`src/logic/lsie_regs.svh`:
```
// register indices, field positions, reset values and timing counts
`ifndef LSIE_REGS_SVH
`define LSIE_REGS_SVH
`define LSIE_IDX_INT_MASK 6'h14
`define LSIE_IDX_EDGE_SEL 6'h16
`define LSIE_IDX_LINE_STAT 6'h17
`define LSIE_IDX_LOOP_STAT 6'h18
`define LSIE_IDX_INT_STAT 6'h19
`define LSIE_BIT_SYNC 4
`define LSIE_BIT_TXCLK 3
`define LSIE_BIT_DRIVER 2
`define LSIE_BIT_ALARM 1
`define LSIE_BIT_LOSS 0
`define LSIE_BIT_FAR_LOOP 5
`define LSIE_MASK_RST 5'h1f
`define LSIE_MASK_RSVD 3'h7
`define LSIE_EDGE_RST 5'h00
`define LSIE_STAT_RST 5'h00
`define LSIE_TXCLK_LOSS_CYCLES 32'h0000_0046
`endif

```
`src/logic/lsie_pkg.sv`:
```
// shared types of the line status event block
package lsie_pkg;
    typedef logic [4:0] lsie_src_t;
    typedef logic [7:0] lsie_reg_t;
endpackage

```
`src/logic/lsie_evt_if.sv`:
```
// carrier between register file and event detector
`timescale 1ns/1ps
interface lsie_evt_if;
    lsie_pkg::lsie_src_t lineFlags;
    lsie_pkg::lsie_src_t edgeSel;
    lsie_pkg::lsie_src_t events;
    modport src (output lineFlags, output edgeSel, input events);
    modport det (input lineFlags, input edgeSel, output events);
endinterface

```
`src/logic/lsie_event_detect.sv`:
```
// transition detector with per-source edge selection
`timescale 1ns/1ps
`include "lsie_regs.svh"
module lsie_event_detect (
    // clock and reset
    input wire logic sys_clk,
    input wire logic rst,
    input wire logic clkEn,
    // flags, selects, events
    lsie_evt_if.det bus
);
    lsie_pkg::lsie_src_t prevFlags;
    lsie_pkg::lsie_src_t rise;
    lsie_pkg::lsie_src_t change;

    always_ff @(posedge sys_clk or posedge rst) begin
        if (rst) begin
            prevFlags <= `LSIE_STAT_RST;
        end else if (clkEn) begin
            prevFlags <= bus.lineFlags;
        end
    end

    assign rise = bus.lineFlags & ~prevFlags;
    assign change = bus.lineFlags ^ prevFlags;
    // select 0 keeps rises only, select 1 takes any change
    assign bus.events = clkEn ? (rise | (change & bus.edgeSel)) : 5'h00;
endmodule // lsie_event_detect

```
`src/logic/lsie_txclk_monitor.sv`:
```
// transmit clock watchdog counted on the master clock
`timescale 1ns/1ps
`include "lsie_regs.svh"
module lsie_txclk_monitor #(
    parameter int unsigned LOSS_CYCLES = `LSIE_TXCLK_LOSS_CYCLES
) (
    // clock and reset
    input wire logic sys_clk,
    input wire logic rst,
    input wire logic clkEn,
    // pin and flag
    input wire logic transmitClockIn,
    output logic txclkMissingFlag
);
    localparam int unsigned CNT_W = $clog2(LOSS_CYCLES + 2);
    localparam logic [CNT_W-1:0] LIMIT = CNT_W'(LOSS_CYCLES);
    logic syncMeta;
    logic syncLevel;
    logic lastLevel;
    logic edgeSeen;
    logic [CNT_W-1:0] idleCnt;

    always_ff @(posedge sys_clk or posedge rst) begin
        if (rst) begin
            syncMeta <= 1'b0;
            syncLevel <= 1'b0;
            lastLevel <= 1'b0;
        end else if (clkEn) begin
            syncMeta <= transmitClockIn;
            syncLevel <= syncMeta;
            lastLevel <= syncLevel;
        end
    end

    assign edgeSeen = syncLevel ^ lastLevel;

    // saturates so a dead clock never wraps back to normal
    always_ff @(posedge sys_clk or posedge rst) begin
        if (rst) begin
            idleCnt <= '0;
        end else if (clkEn) begin
            if (edgeSeen) begin
                idleCnt <= '0;
            end else if (idleCnt != '1) begin
                idleCnt <= idleCnt + 1'b1;
            end
        end
    end

    always_ff @(posedge sys_clk or posedge rst) begin
        if (rst) begin
            txclkMissingFlag <= 1'b0;
        end else if (clkEn) begin
            txclkMissingFlag <= !edgeSeen && (idleCnt >= LIMIT);
        end
    end
endmodule // lsie_txclk_monitor

```
`src/logic/lsie_top.sv`:
```
// line condition status, edge-selected events and interrupt behind apb
`timescale 1ns/1ps
`include "lsie_regs.svh"
module lsie_top #(
    parameter int unsigned LOSS_CYCLES = `LSIE_TXCLK_LOSS_CYCLES
) (
    // clock, reset, enable
    input wire logic sys_clk,
    input wire logic rst,
    input wire logic clkEn,
    // apb slave
    input wire logic psel,
    input wire logic penable,
    input wire logic pwrite,
    input wire logic [7:0] paddr,
    input wire logic [31:0] pwdata,
    input wire logic [3:0] pstrb,
    output logic [31:0] prdata,
    output logic pready,
    output logic pslverr,
    // line conditions from on-chip detectors
    input wire logic patternSyncIn,
    input wire logic driverShortIn,
    input wire logic alarmSignalIn,
    input wire logic signalLostIn,
    input wire logic farLoopbackIn,
    // transmit clock pin
    input wire logic transmitClockIn,
    // interrupt
    output logic irq
);
    lsie_pkg::lsie_src_t lineConditionStatus;
    lsie_pkg::lsie_src_t eventEdgeSelect;
    lsie_pkg::lsie_src_t eventMask;
    lsie_pkg::lsie_src_t intStatus;
    lsie_pkg::lsie_src_t readClear;
    lsie_pkg::lsie_src_t writeClear;
    lsie_pkg::lsie_reg_t next_rdata;
    logic farLoopbackActive;
    logic txclkMissingFlag;
    logic setupPhase;
    logic accessPhase;
    logic wrLow;
    logic hitMask;
    logic hitEdge;
    logic hitLine;
    logic hitLoop;
    logic hitInts;
    logic hitAny;

    lsie_evt_if evtBus ();

    function automatic logic regHit(input logic [7:0] addr, input logic [5:0] idx);
        regHit = (addr[1:0] == 2'b00) && (addr[7:2] == idx);
    endfunction

    // ---- apb decode
    assign hitMask = regHit(paddr, `LSIE_IDX_INT_MASK);
    assign hitEdge = regHit(paddr, `LSIE_IDX_EDGE_SEL);
    assign hitLine = regHit(paddr, `LSIE_IDX_LINE_STAT);
    assign hitLoop = regHit(paddr, `LSIE_IDX_LOOP_STAT);
    assign hitInts = regHit(paddr, `LSIE_IDX_INT_STAT);
    assign hitAny = hitMask | hitEdge | hitLine | hitLoop | hitInts;
    assign setupPhase = psel && !penable;
    assign accessPhase = psel && penable;
    assign wrLow = clkEn && accessPhase && pwrite && pstrb[0];
    // zero wait states: read data is captured in the setup cycle
    assign pready = 1'b1;
    assign pslverr = accessPhase && !hitAny;

    // ---- line flags, sampled once per cycle
    always_ff @(posedge sys_clk or posedge rst) begin
        if (rst) begin
            lineConditionStatus <= `LSIE_STAT_RST;
            farLoopbackActive <= 1'b0;
        end else if (clkEn) begin
            lineConditionStatus[`LSIE_BIT_SYNC] <= patternSyncIn;
            lineConditionStatus[`LSIE_BIT_TXCLK] <= txclkMissingFlag;
            lineConditionStatus[`LSIE_BIT_DRIVER] <= driverShortIn;
            lineConditionStatus[`LSIE_BIT_ALARM] <= alarmSignalIn;
            lineConditionStatus[`LSIE_BIT_LOSS] <= signalLostIn;
            farLoopbackActive <= farLoopbackIn;
        end
    end

    lsie_txclk_monitor #(
        .LOSS_CYCLES(LOSS_CYCLES)
    ) txclkMon (
        .sys_clk(sys_clk),
        .rst(rst),
        .clkEn(clkEn),
        .transmitClockIn(transmitClockIn),
        .txclkMissingFlag(txclkMissingFlag)
    );

    // ---- control registers
    always_ff @(posedge sys_clk or posedge rst) begin
        if (rst) begin
            eventMask <= `LSIE_MASK_RST;
        end else if (wrLow && hitMask) begin
            eventMask <= pwdata[4:0];
        end
    end

    always_ff @(posedge sys_clk or posedge rst) begin
        if (rst) begin
            eventEdgeSelect <= `LSIE_EDGE_RST;
        end else if (wrLow && hitEdge) begin
            // bit 4 sync, 3 txclk, 2 driver, 1 alarm, 0 loss
            eventEdgeSelect <= pwdata[4:0];
        end
    end

    // ---- event detection
    assign evtBus.lineFlags = lineConditionStatus;
    assign evtBus.edgeSel = eventEdgeSelect;

    lsie_event_detect evtDet (
        .sys_clk(sys_clk),
        .rst(rst),
        .clkEn(clkEn),
        .bus(evtBus)
    );

    // ---- interrupt status: only bits actually returned by the read are
    // cleared, so an event landing between setup and access is kept
    assign readClear = (accessPhase && !pwrite && hitInts) ? prdata[4:0] : 5'h00;
    assign writeClear = (accessPhase && pwrite && pstrb[0] && hitInts) ? pwdata[4:0] : 5'h00;

    always_ff @(posedge sys_clk or posedge rst) begin
        if (rst) begin
            intStatus <= `LSIE_STAT_RST;
        end else if (clkEn) begin
            // a new event wins over a clear in the same cycle
            intStatus <= (intStatus & ~(readClear | writeClear)) | evtBus.events;
        end
    end

    // mask gates the request only; status still records masked events
    assign irq = |(intStatus & ~eventMask);

    // ---- read data
    always_comb begin
        next_rdata = 8'h00;
        if (hitMask) begin
            next_rdata = {`LSIE_MASK_RSVD, eventMask};
        end else if (hitEdge) begin
            next_rdata = {3'h0, eventEdgeSelect};
        end else if (hitLine) begin
            next_rdata = {3'h0, lineConditionStatus};
        end else if (hitLoop) begin
            next_rdata = 8'h00;
            next_rdata[`LSIE_BIT_FAR_LOOP] = farLoopbackActive;
        end else if (hitInts) begin
            next_rdata = {3'h0, intStatus};
        end
    end

    always_ff @(posedge sys_clk or posedge rst) begin
        if (rst) begin
            prdata <= 32'h0000_0000;
        end else if (clkEn && setupPhase && !pwrite) begin
            prdata <= {24'h00_0000, next_rdata};
        end
    end
endmodule // lsie_top

```
`config.mk`:
```
export PLATFORM = sky130hd
export DESIGN_NAME = lsie_top
export DESIGN_NICKNAME = d
export VERILOG_FILES = /design/src/logic/lsie_pkg.sv /design/src/logic/lsie_evt_if.sv /design/src/logic/lsie_event_detect.sv /design/src/logic/lsie_txclk_monitor.sv /design/src/logic/lsie_top.sv
export VERILOG_INCLUDE_DIRS = /design/src /design/src/logic
export SDC_FILE = /design/constraint.sdc
export NUM_CORES = 1
export LEC_CHECK = 0
export CAP_MARGIN = 15
export CORE_ASPECT_RATIO = 2
export CORE_MARGIN = 8
export CORE_UTILIZATION = 30
export CTS_CLUSTER_DIAMETER = 30
export DETAILED_ROUTE_END_ITERATION = 8
export DONT_BUFFER_PORTS = 1
export GPL_ROUTABILITY_DRIVEN = 0
export GPL_TIMING_DRIVEN = 0
export SKIP_LAST_GASP = 1
export SLEW_MARGIN = 10
export SYNTH_ARGS = -nofsm -noshare
export SYNTH_HDL_FRONTEND = slang
export SYNTH_SLANG_ARGS = --single-unit
```
`constraint.sdc`:
```
create_clock -name sys_clk -period 1.53 [get_ports sys_clk]
set_input_delay 0.153 -clock sys_clk [delete_from_list [all_inputs] [get_ports sys_clk]]
set_output_delay 0.153 -clock sys_clk [all_outputs]
set_load 0.005 [all_outputs]
```
# After elaboration in Yosys (flattened, before gate mapping)
# Cells that the tools add are included.
# classes
n_addsub	1
mul	0
mux	10
n_bitwise	16
shift	0
order_cmp	1
n_div	0
reduce_logical	29
eq_ne	6
# op_table
op	n
6-bit by 5-bit equality test with 1-bit output, second input constant	5
1-bit logical AND	21
5-bit AND	4
5-bit two-way mux	4
6-bit two-way mux	3
5-bit NOT	3
5-bit OR	3
7-bit two-way mux	2
8-bit two-way mux	1
7-bit by 1-bit adder with 7-bit output, second input constant	1
7-bit >= comparator, second input constant	1
7-bit != test, second input constant	1
5-bit OR reduction	1
5-bit XOR	1
1-bit zero test	4
1-bit OR	4
2-bit zero test	1
2-bit AND reduction	1
2-bit nonzero test	1
1-bit XOR	1
# word_totals
output_inout_bits	35
n_memories	0
reg_bits	45
latchBits	0
ram_bits	0
mem_bits_ro	0
wordCells	75
in_bits	56

# Longest topological paths before layout
# Gate-level depths: netlist of run 1.
# depth
ltp_word	9
depth_mapped	6
ltp_nobuf	6

# Hierarchy
# From an unflattened synthesis of run 1, not the netlist that was laid out.
# unflattened
hier_cells	260
area_unflattened_um2	2676.3
# by_module_without_submodules
mod	instances	cells_each	seq_area_each_um2	area_each_um2
lsie_top	1	167	706.9	1752.9
lsie_txclk_monitor	1	56	275.3	589.3
lsie_event_detect	1	37	125.1	334.1

# Worst setup path before layout of run 1
# OpenSTA, ideal clock, no wires.
# synth_timing
path_kind	input -> register
startpoint	in paddr[3]
endpoint	reg eventMask[1]
required_time_ps	1448
n_path_buf	1
path_stages	4
arrival_time_ps	1491
slack_ps	-43
setup_ps	82
cell_sequence	buf_6 -> or4_4 -> nor4_4 -> mux2_2
# synth_via
elab_chain_len	3
# synth_lines
element	line	text
start: declaration	lsie_top.sv:15	input wire logic [7:0] paddr,
6-bit by 5-bit equality test with 1-bit output	lsie_top.sv:54	regHit = (addr[1:0] == 2'b00) && (addr[7:2] == idx);
1-bit logical AND	lsie_top.sv:54	
1-bit logical AND	lsie_top.sv:100	end else if (wrLow && hitMask) begin
end signal: assignment	lsie_top.sv:99	eventMask <= `LSIE_MASK_RST;
end signal: assignment	lsie_top.sv:101	eventMask <= pwdata[4:0];
end: declaration	lsie_top.sv:34	lsie_pkg::lsie_src_t eventMask;
# Every way passes these cells.
# A chain may end at the register's enable or synchronous reset.

# Worst setup path in the final report of run 1
# layout_timing
startpoint	reg eventMask[4]
endpoint	out irq
# layout_via
elab_chain_len	3
# layout_lines
element	line	text
5-bit NOT	lsie_top.sv:140	assign irq = |(intStatus & ~eventMask);
5-bit AND	lsie_top.sv:140	
5-bit OR reduction	lsie_top.sv:140	
end: declaration	lsie_top.sv:30	output logic irq
# Every way passes these cells.

==> results of run 1 <==
==> area by class of cell <==
| class | count | area (um2) |
|---|---|---|
| Buffer | 35 | 239.0 |
| Clock buffer | 8 | 146.4 |
| Fill cell | 836 | 5285 |
| Inverter | 14 | 52.55 |
| Multi-Input combinational cell | 194 | 1264 |
| Sequential cell | 44 | 1107 |
| Tap cell | 98 | 122.6 |
| Timing Repair Buffer | 7 | 75.07 |
==> worst reg2reg max path, stage by stage (launching register included) <==
cell      delay [ps]
dfrtp_1          320
clkbuf_1         280
and4_1           280
nand3_1          110
and3_1           190
nor3_1           150
==> Yosys cell counts, types with 3 or more instances <==
library cell / n
a31oi_1: 8
ha_1: 7
o21ai_0: 18
and3_1: 4
o31ai_1: 5
dfstp_2: 5
buf_4: 26
clkbuf_1: 6
a211oi_1: 6
mux2_2: 18
nor2_1: 9
nand2b_1: 10
inv_1: 14
nand3_1: 15
a21oi_1: 6
nor3_1: 3
dfrtp_1: 39
nor2b_1: 12
a22oi_1: 5
nand2_1: 22
==> logic make-up after synthesis <==
family	count (synthesis)
buffers and inverters	50
adders and majority gates	7
muxes	18
xor gates and xnor gates	1
AOI/OAI and AO/OA	56
other	2
and+or+nand+nor	87
DFF	44
==> power by group through the flow <==
stage	Sequential, mW	Combinational (mW)	Clock, mW
after floorplan	1.30	0.295	0
after global placement	1.32	0.347	0
after detailed placement	1.32	0.369	0
after CTS	1.30	0.378	1.12
after global routing	1.32	0.443	1.16
final	1.31	0.387	1.09
==> layout by cell type (no fill, tap or decap), drive strengths merged, types with 2 or more instances in the layout <==
| master | count |
|---|---|
| a211oi | 6 |
| a21oi | 6 |
| a22oi | 5 |
| a31oi | 8 |
| and3 | 4 |
| and4 | 2 |
| and4bb | 2 |
| buf | 33 |
| clkbuf | 13 |
| conb | 25 |
| dfrtp | 39 |
| dfstp | 5 |
| dlygate4sd3 | 4 |
| ha | 7 |
| inv | 14 |
| mux2 | 18 |
| nand2 | 22 |
| nand2b | 10 |
| nand3 | 15 |
| nor2 | 9 |
| nor2b | 12 |
| nor3 | 3 |
| o211ai | 2 |
| o21ai | 18 |
| o31ai | 5 |
==> final timing paths <==
check / from / end / slack [ps]
worst max-delay path: eventMask[4] / irq / -230
worst min-delay path: pwdata[2] / eventMask[2] / 10
worst max register to register: txclkMon.idleCnt[3] / txclkMon.idleCnt[3] / 120
worst min register to register: eventMask[4] / eventMask[4] / 500
max in group asynchronous: rst / eventMask[2] / 790
min in group asynchronous: rst / prdata[6] / 220
==> per-layer routing <==
metal | global-route usage | routed length [um] | part of all wire | vias up
met5 | 0 | 0 | 0 | -
met4 | 0.06396 | 229 | 0.035 | 0
met2 | 0.2131 | 3804 | 0.59 | 65
li1 | - | - | - | 955
met1 | 0.09719 | 2003 | 0.31 | 938
met3 | 0.02645 | 462 | 0.071 | 16
==> sequential cells by signal (all words and copies together), names as in the netlist <==
name	count
prdata	7
txclkMon.idleCnt	7
eventEdgeSelect	5
eventMask	5
evtBus.lineFlags	5
evtDet.prevFlags	5
intStatus	5
farLoopbackActive	1
txclkMon.lastLevel	1
txclkMon.syncLevel	1
txclkMon.syncMeta	1
txclkMon.txclkMissingFlag	1
==> through the flow <==
stage	hold WS (ps)	TNS, ps	instances
6_report	9.535	-230.2	400
5_1_grt	9.775	-313.9	400
4_1_cts	3.645	-247.4	398
3_5_place_dp	-47.54	-2844	387
3_3_place_gp	263.8	-9180	386
2_1_floorplan	262.0	-10.75	288
==> repair_timing <==
item / in CTS / in global routing
hold endpoints to repair: 43 / 0
gates resized for setup: 2 / 4
cloned: 0 / 0
hold buffers: 4 / 0
setup endpoints to repair: 3 / 6
setup buffers: 0 / 2
pin swaps: 1 / 2
==> impl_metrics.env, run 1 <==
export IMPL_cap_violations=0
export IMPL_muxShareOfSynthArea=0.07922
export IMPL_place_detailed_hpwl_um=5277
export IMPL_layout_drive_gt1_share=0.2351
export IMPL_area_delta_synth_final_pct=17.51
export IMPL_dpl_cell_area_um2=2791
export IMPL_fin_util=0.3626
export IMPL_drt_first_pass_iters=4
export IMPL_grtUsageTotal=0.1115
export IMPL_synth_compound_area_frac=0.1399
export IMPL_grt_pass1_vias=1974
export IMPL_antenna_found_initial=0
export IMPL_clockPowerShare=0.391
export IMPL_worstSetupEndpointType="output port"
export IMPL_grt_max_degree=39
export IMPL_die_h_um=146.6
export IMPL_fin_ws_ps=-230.2
export IMPL_syn_avg_cell_area_um2=9.655
export IMPL_finalCriticalPeriod_ps=1760
export IMPL_stdcell_area_um2=3007
export IMPL_setup_viol=1
export IMPL_intPower_mw=2.074
export IMPL_antenna_cells=0
export IMPL_synth_seq_cells=44
export IMPL_viasPerCell=4.935
export IMPL_crit_arrival_ps=1610
export IMPL_final_hold_viol_count=0
export IMPL_slew_headroom=0.6096
export IMPL_pin_count=91
export IMPL_combPwrFrac=0.139
export IMPL_cts_htree_levels=2
export IMPL_worstMarginPinSlew_ps=577.5
export IMPL_synth_xor_xnor_area_share=0.003423
export IMPL_dr_total_vias=1974
export IMPL_cts_made_buffers=5
export IMPL_path_cells="inv_2 > a222oi_1 > o221ai_1"
export IMPL_synth_edff_count=0
export IMPL_pre_cts_ws_ps=-338.3
export IMPL_drtIter0Drc=126
export IMPL_leakagePower_nw=1.407
export IMPL_synth_simple_area_share=0.1922
export IMPL_violations="setup timing"
export IMPL_cts_sinks=44
export IMPL_core_um2=8292
export IMPL_clockBufferDepth=2
export IMPL_drt_wl_total_um=6500
export IMPL_power_total_mw=2.781
export IMPL_slew_viol_final=0
export IMPL_ys_flop_type="dfrtp_1"
export IMPL_wl_per_cell_um=16.25
export IMPL_cp_data_required_time_ps=1380
export IMPL_clock_latency_ps=290
export IMPL_crit_slowest_cell="dfstp_2"
export IMPL_async_reset_ff_frac=1.000
export IMPL_ys_seq_area_frac=0.4328
export IMPL_switching_share=0.2541
export IMPL_final_nets=364
export IMPL_synth_top_area_frac=0.3814
export IMPL_syn_cell_area_um2=2559
export IMPL_path_buf_inv=1
export IMPL_switchingPower_mw=0.7067
export IMPL_fp_row_count=47
export IMPL_synth_distinct_cells=42
export IMPL_drc_errors=0
export IMPL_period_share=1.150
export IMPL_holdCritPathClass="input port to register"
export IMPL_path_max_fanout=2
export IMPL_finClkSkew_ps=4.848
export IMPL_tritoncts="built"
export IMPL_ant_nets=0
export IMPL_hold_path_depth=1
export IMPL_clkSlewWorstSetupHoldPaths_ps=60
export IMPL_synth_cells=265
export IMPL_die_area_um2=11920
export IMPL_dieWidth_um=81.31
export IMPL_grt_pass1_wl_um=10070
export IMPL_synth_adder_area_share=0.03423
export IMPL_cp_num_cells=3
export IMPL_cts_root_buf="clkbuf_16"
export IMPL_rsz0062_at_grt="true"
export IMPL_start_kind="register"
export IMPL_start_util=0.3086
export IMPL_path_class="register to output port"
export IMPL_max_stage_delay_ps=540
export IMPL_io_buffers=0
export IMPL_overflow=0
export IMPL_status="complete, but fails checks"
export IMPL_ir_worst_vdd_v=0.0004174
export IMPL_critical_path_top_delay_family="compound AO/OA/AOI/OAI gates"
export IMPL_max_freq_mhz=568.1
export IMPL_p_per_area_nw_per_um2=924.9
export IMPL_seq_power_share=0.469
export IMPL_synth_top_family_by_area="simple AND/OR/NAND/NOR gates"
export IMPL_synth_area_leaders="dfrtp_1 (38%), mux2_2 (7.9%), buf_4 (7.6%), dfstp_2 (5.1%), o21ai_0 (3.5%)"
export IMPL_yosysTopAreaCell="dfrtp_1"
export IMPL_yosys_warnings=0
export IMPL_reg2reg_depth=5
No activity file was read; power rests on OpenSTA's default activity.
==> run 2: changes to the inputs <==
- RECOVER_POWER: default -> 100
==> impl_metrics.env, run 2 (synthesis results as in run 1) <==
export IMPL_clock_latency_ps=290
export IMPL_worstSetupEndpointType="output port"
export IMPL_wl_per_cell_um=16.35
export IMPL_grt_pass1_wl_um=10070
export IMPL_final_cells=400
export IMPL_dpl_cell_area_um2=2791
export IMPL_ant_nets=0
export IMPL_drt_first_pass_iters=4
export IMPL_finClkSkew_ps=6.045
export IMPL_place_inst=387
export IMPL_worstMarginPinSlew_ps=571.0
export IMPL_cts_made_buffers=5
export IMPL_p_per_area_nw_per_um2=933.1
export IMPL_dr_total_vias=1980
export IMPL_slew_viol_final=0
export IMPL_layout_commonest_cell="dfrtp_1"
export IMPL_grtUsageTotal=0.1115
export IMPL_top_regs="prdata: 7 flops, txclkMon.idleCnt: 7 flops"
export IMPL_pin_count=91
export IMPL_viasPerCell=4.950
export IMPL_final_nets=364
export IMPL_cap_violations=0
export IMPL_ir_worst_vdd_v=0.0004186
export IMPL_cp_data_required_time_ps=1380
export IMPL_start_kind="register"
export IMPL_final_cell_mix="dfrtp_1 (39), buf_4 (27), conb_1 (25)"
export IMPL_max_freq_mhz=570.1
export IMPL_period_share=1.147
export IMPL_leakagePower_nw=1.391
export IMPL_power_total_mw=2.777
export IMPL_fin_ws_ps=-224.2
export IMPL_setup_viol=6
export IMPL_path_max_fanout=2
export IMPL_rsz0062_at_grt="true"
export IMPL_layout_drive_gt1_share=0.2185
export IMPL_drtIter0Drc=119
export IMPL_drt_wl_total_um=6541
export IMPL_io_buffers=0
export IMPL_die_area_um2=11920
export IMPL_overflow=0
export IMPL_drc_errors=0
export IMPL_final_hold_viol_count=0
export IMPL_grt_pass1_vias=1974
export IMPL_path_class="register to output port"
export IMPL_tritoncts="built"
export IMPL_finalCriticalPeriod_ps=1754
export IMPL_status="complete, but fails checks"
export IMPL_die_h_um=146.6
export IMPL_holdCritPathClass="input port to register"
export IMPL_r2r_slack_ps=100
export IMPL_cts_htree_levels=2
export IMPL_grt_max_degree=39
export IMPL_core_um2=8292
export IMPL_antenna_cells=0
export IMPL_clkSlewWorstSetupHoldPaths_ps=60
export IMPL_stdcell_area_um2=2977
export IMPL_fp_row_count=47
export IMPL_area_delta_synth_final_pct=16.33
export IMPL_start_util=0.3086
export IMPL_crit_arrival_ps=1600
export IMPL_violations="setup timing"
export IMPL_cts_root_buf="clkbuf_16"
export IMPL_slew_headroom=0.6140
export IMPL_antenna_found_initial=0
export IMPL_cts_sinks=44
export IMPL_dieWidth_um=81.31
export IMPL_place_detailed_hpwl_um=5277
export IMPL_clockBufferDepth=2
==> run 2: worst paths after layout <==
path,startpoint,to,cells past startpoint
max,eventMask[4],irq,3
min,pwdata[2],eventMask[2],1
max reg2reg,txclkMon.idleCnt[0],txclkMon.idleCnt[3],5
min reg2reg,eventMask[4],eventMask[4],2
max in group asynchronous,rst,eventMask[2],3
min in group asynchronous,rst,prdata[5],2
==> run 2: layout make-up <==
type	count	area, um2
fill	840	5315
multi-input combinational	194	1249
sequential	44	1107
buffer	35	236.5
clock buffer	8	146.4
tap	98	122.6
timing repair buffer	7	62.56
inverter	14	52.55
==> run 2: critical path, stage by stage (launching register included) <==
cell,delay (ps)
dfstp_2,540
inv_2,40
a222oi_1,460
o221ai_1,270
==> run 2: what timing repair did <==
item	4_1_cts	5_1_grt
gates cloned	0	0
setup endpoints to repair	3	6
endpoints found under the hold margin	43	0
pin swaps	1	2
resized for setup	2	4
buffers inserted	0	2
hold buffers	4	0
==> run 2: stage by stage <==
step / setup slack [ps] / hold slack [ps] / TNS (ps) / util
floorplan: -10.75 / 262.0 / -10.75 / -
global placement: -276.3 / 263.8 / -9180 / 0.3342
detailed placement: -338.3 / -47.54 / -2844 / 0.3367
CTS: -247.4 / 3.645 / -247.4 / 0.3587
global route: -313.9 / 9.775 / -1931 / 0.3590
finish: -224.2 / 9.154 / -645.5 / 0.3590
==> run 2: power by group <==
part / switching [mW] / internal (mW)
Clock: 0.440 / 0.652
Combinational: 0.200 / 0.180
Sequential: 0.0673 / 1.24
==> run 2: per-layer routing <==
layer  track usage  share of wire  vias to the layer above
li1              -              -                      958
met1       0.09719           0.31                      947
met2        0.2131           0.58                       57
met3       0.02645          0.068                       18
met4       0.06396          0.036                        0
met5             0              0                        -
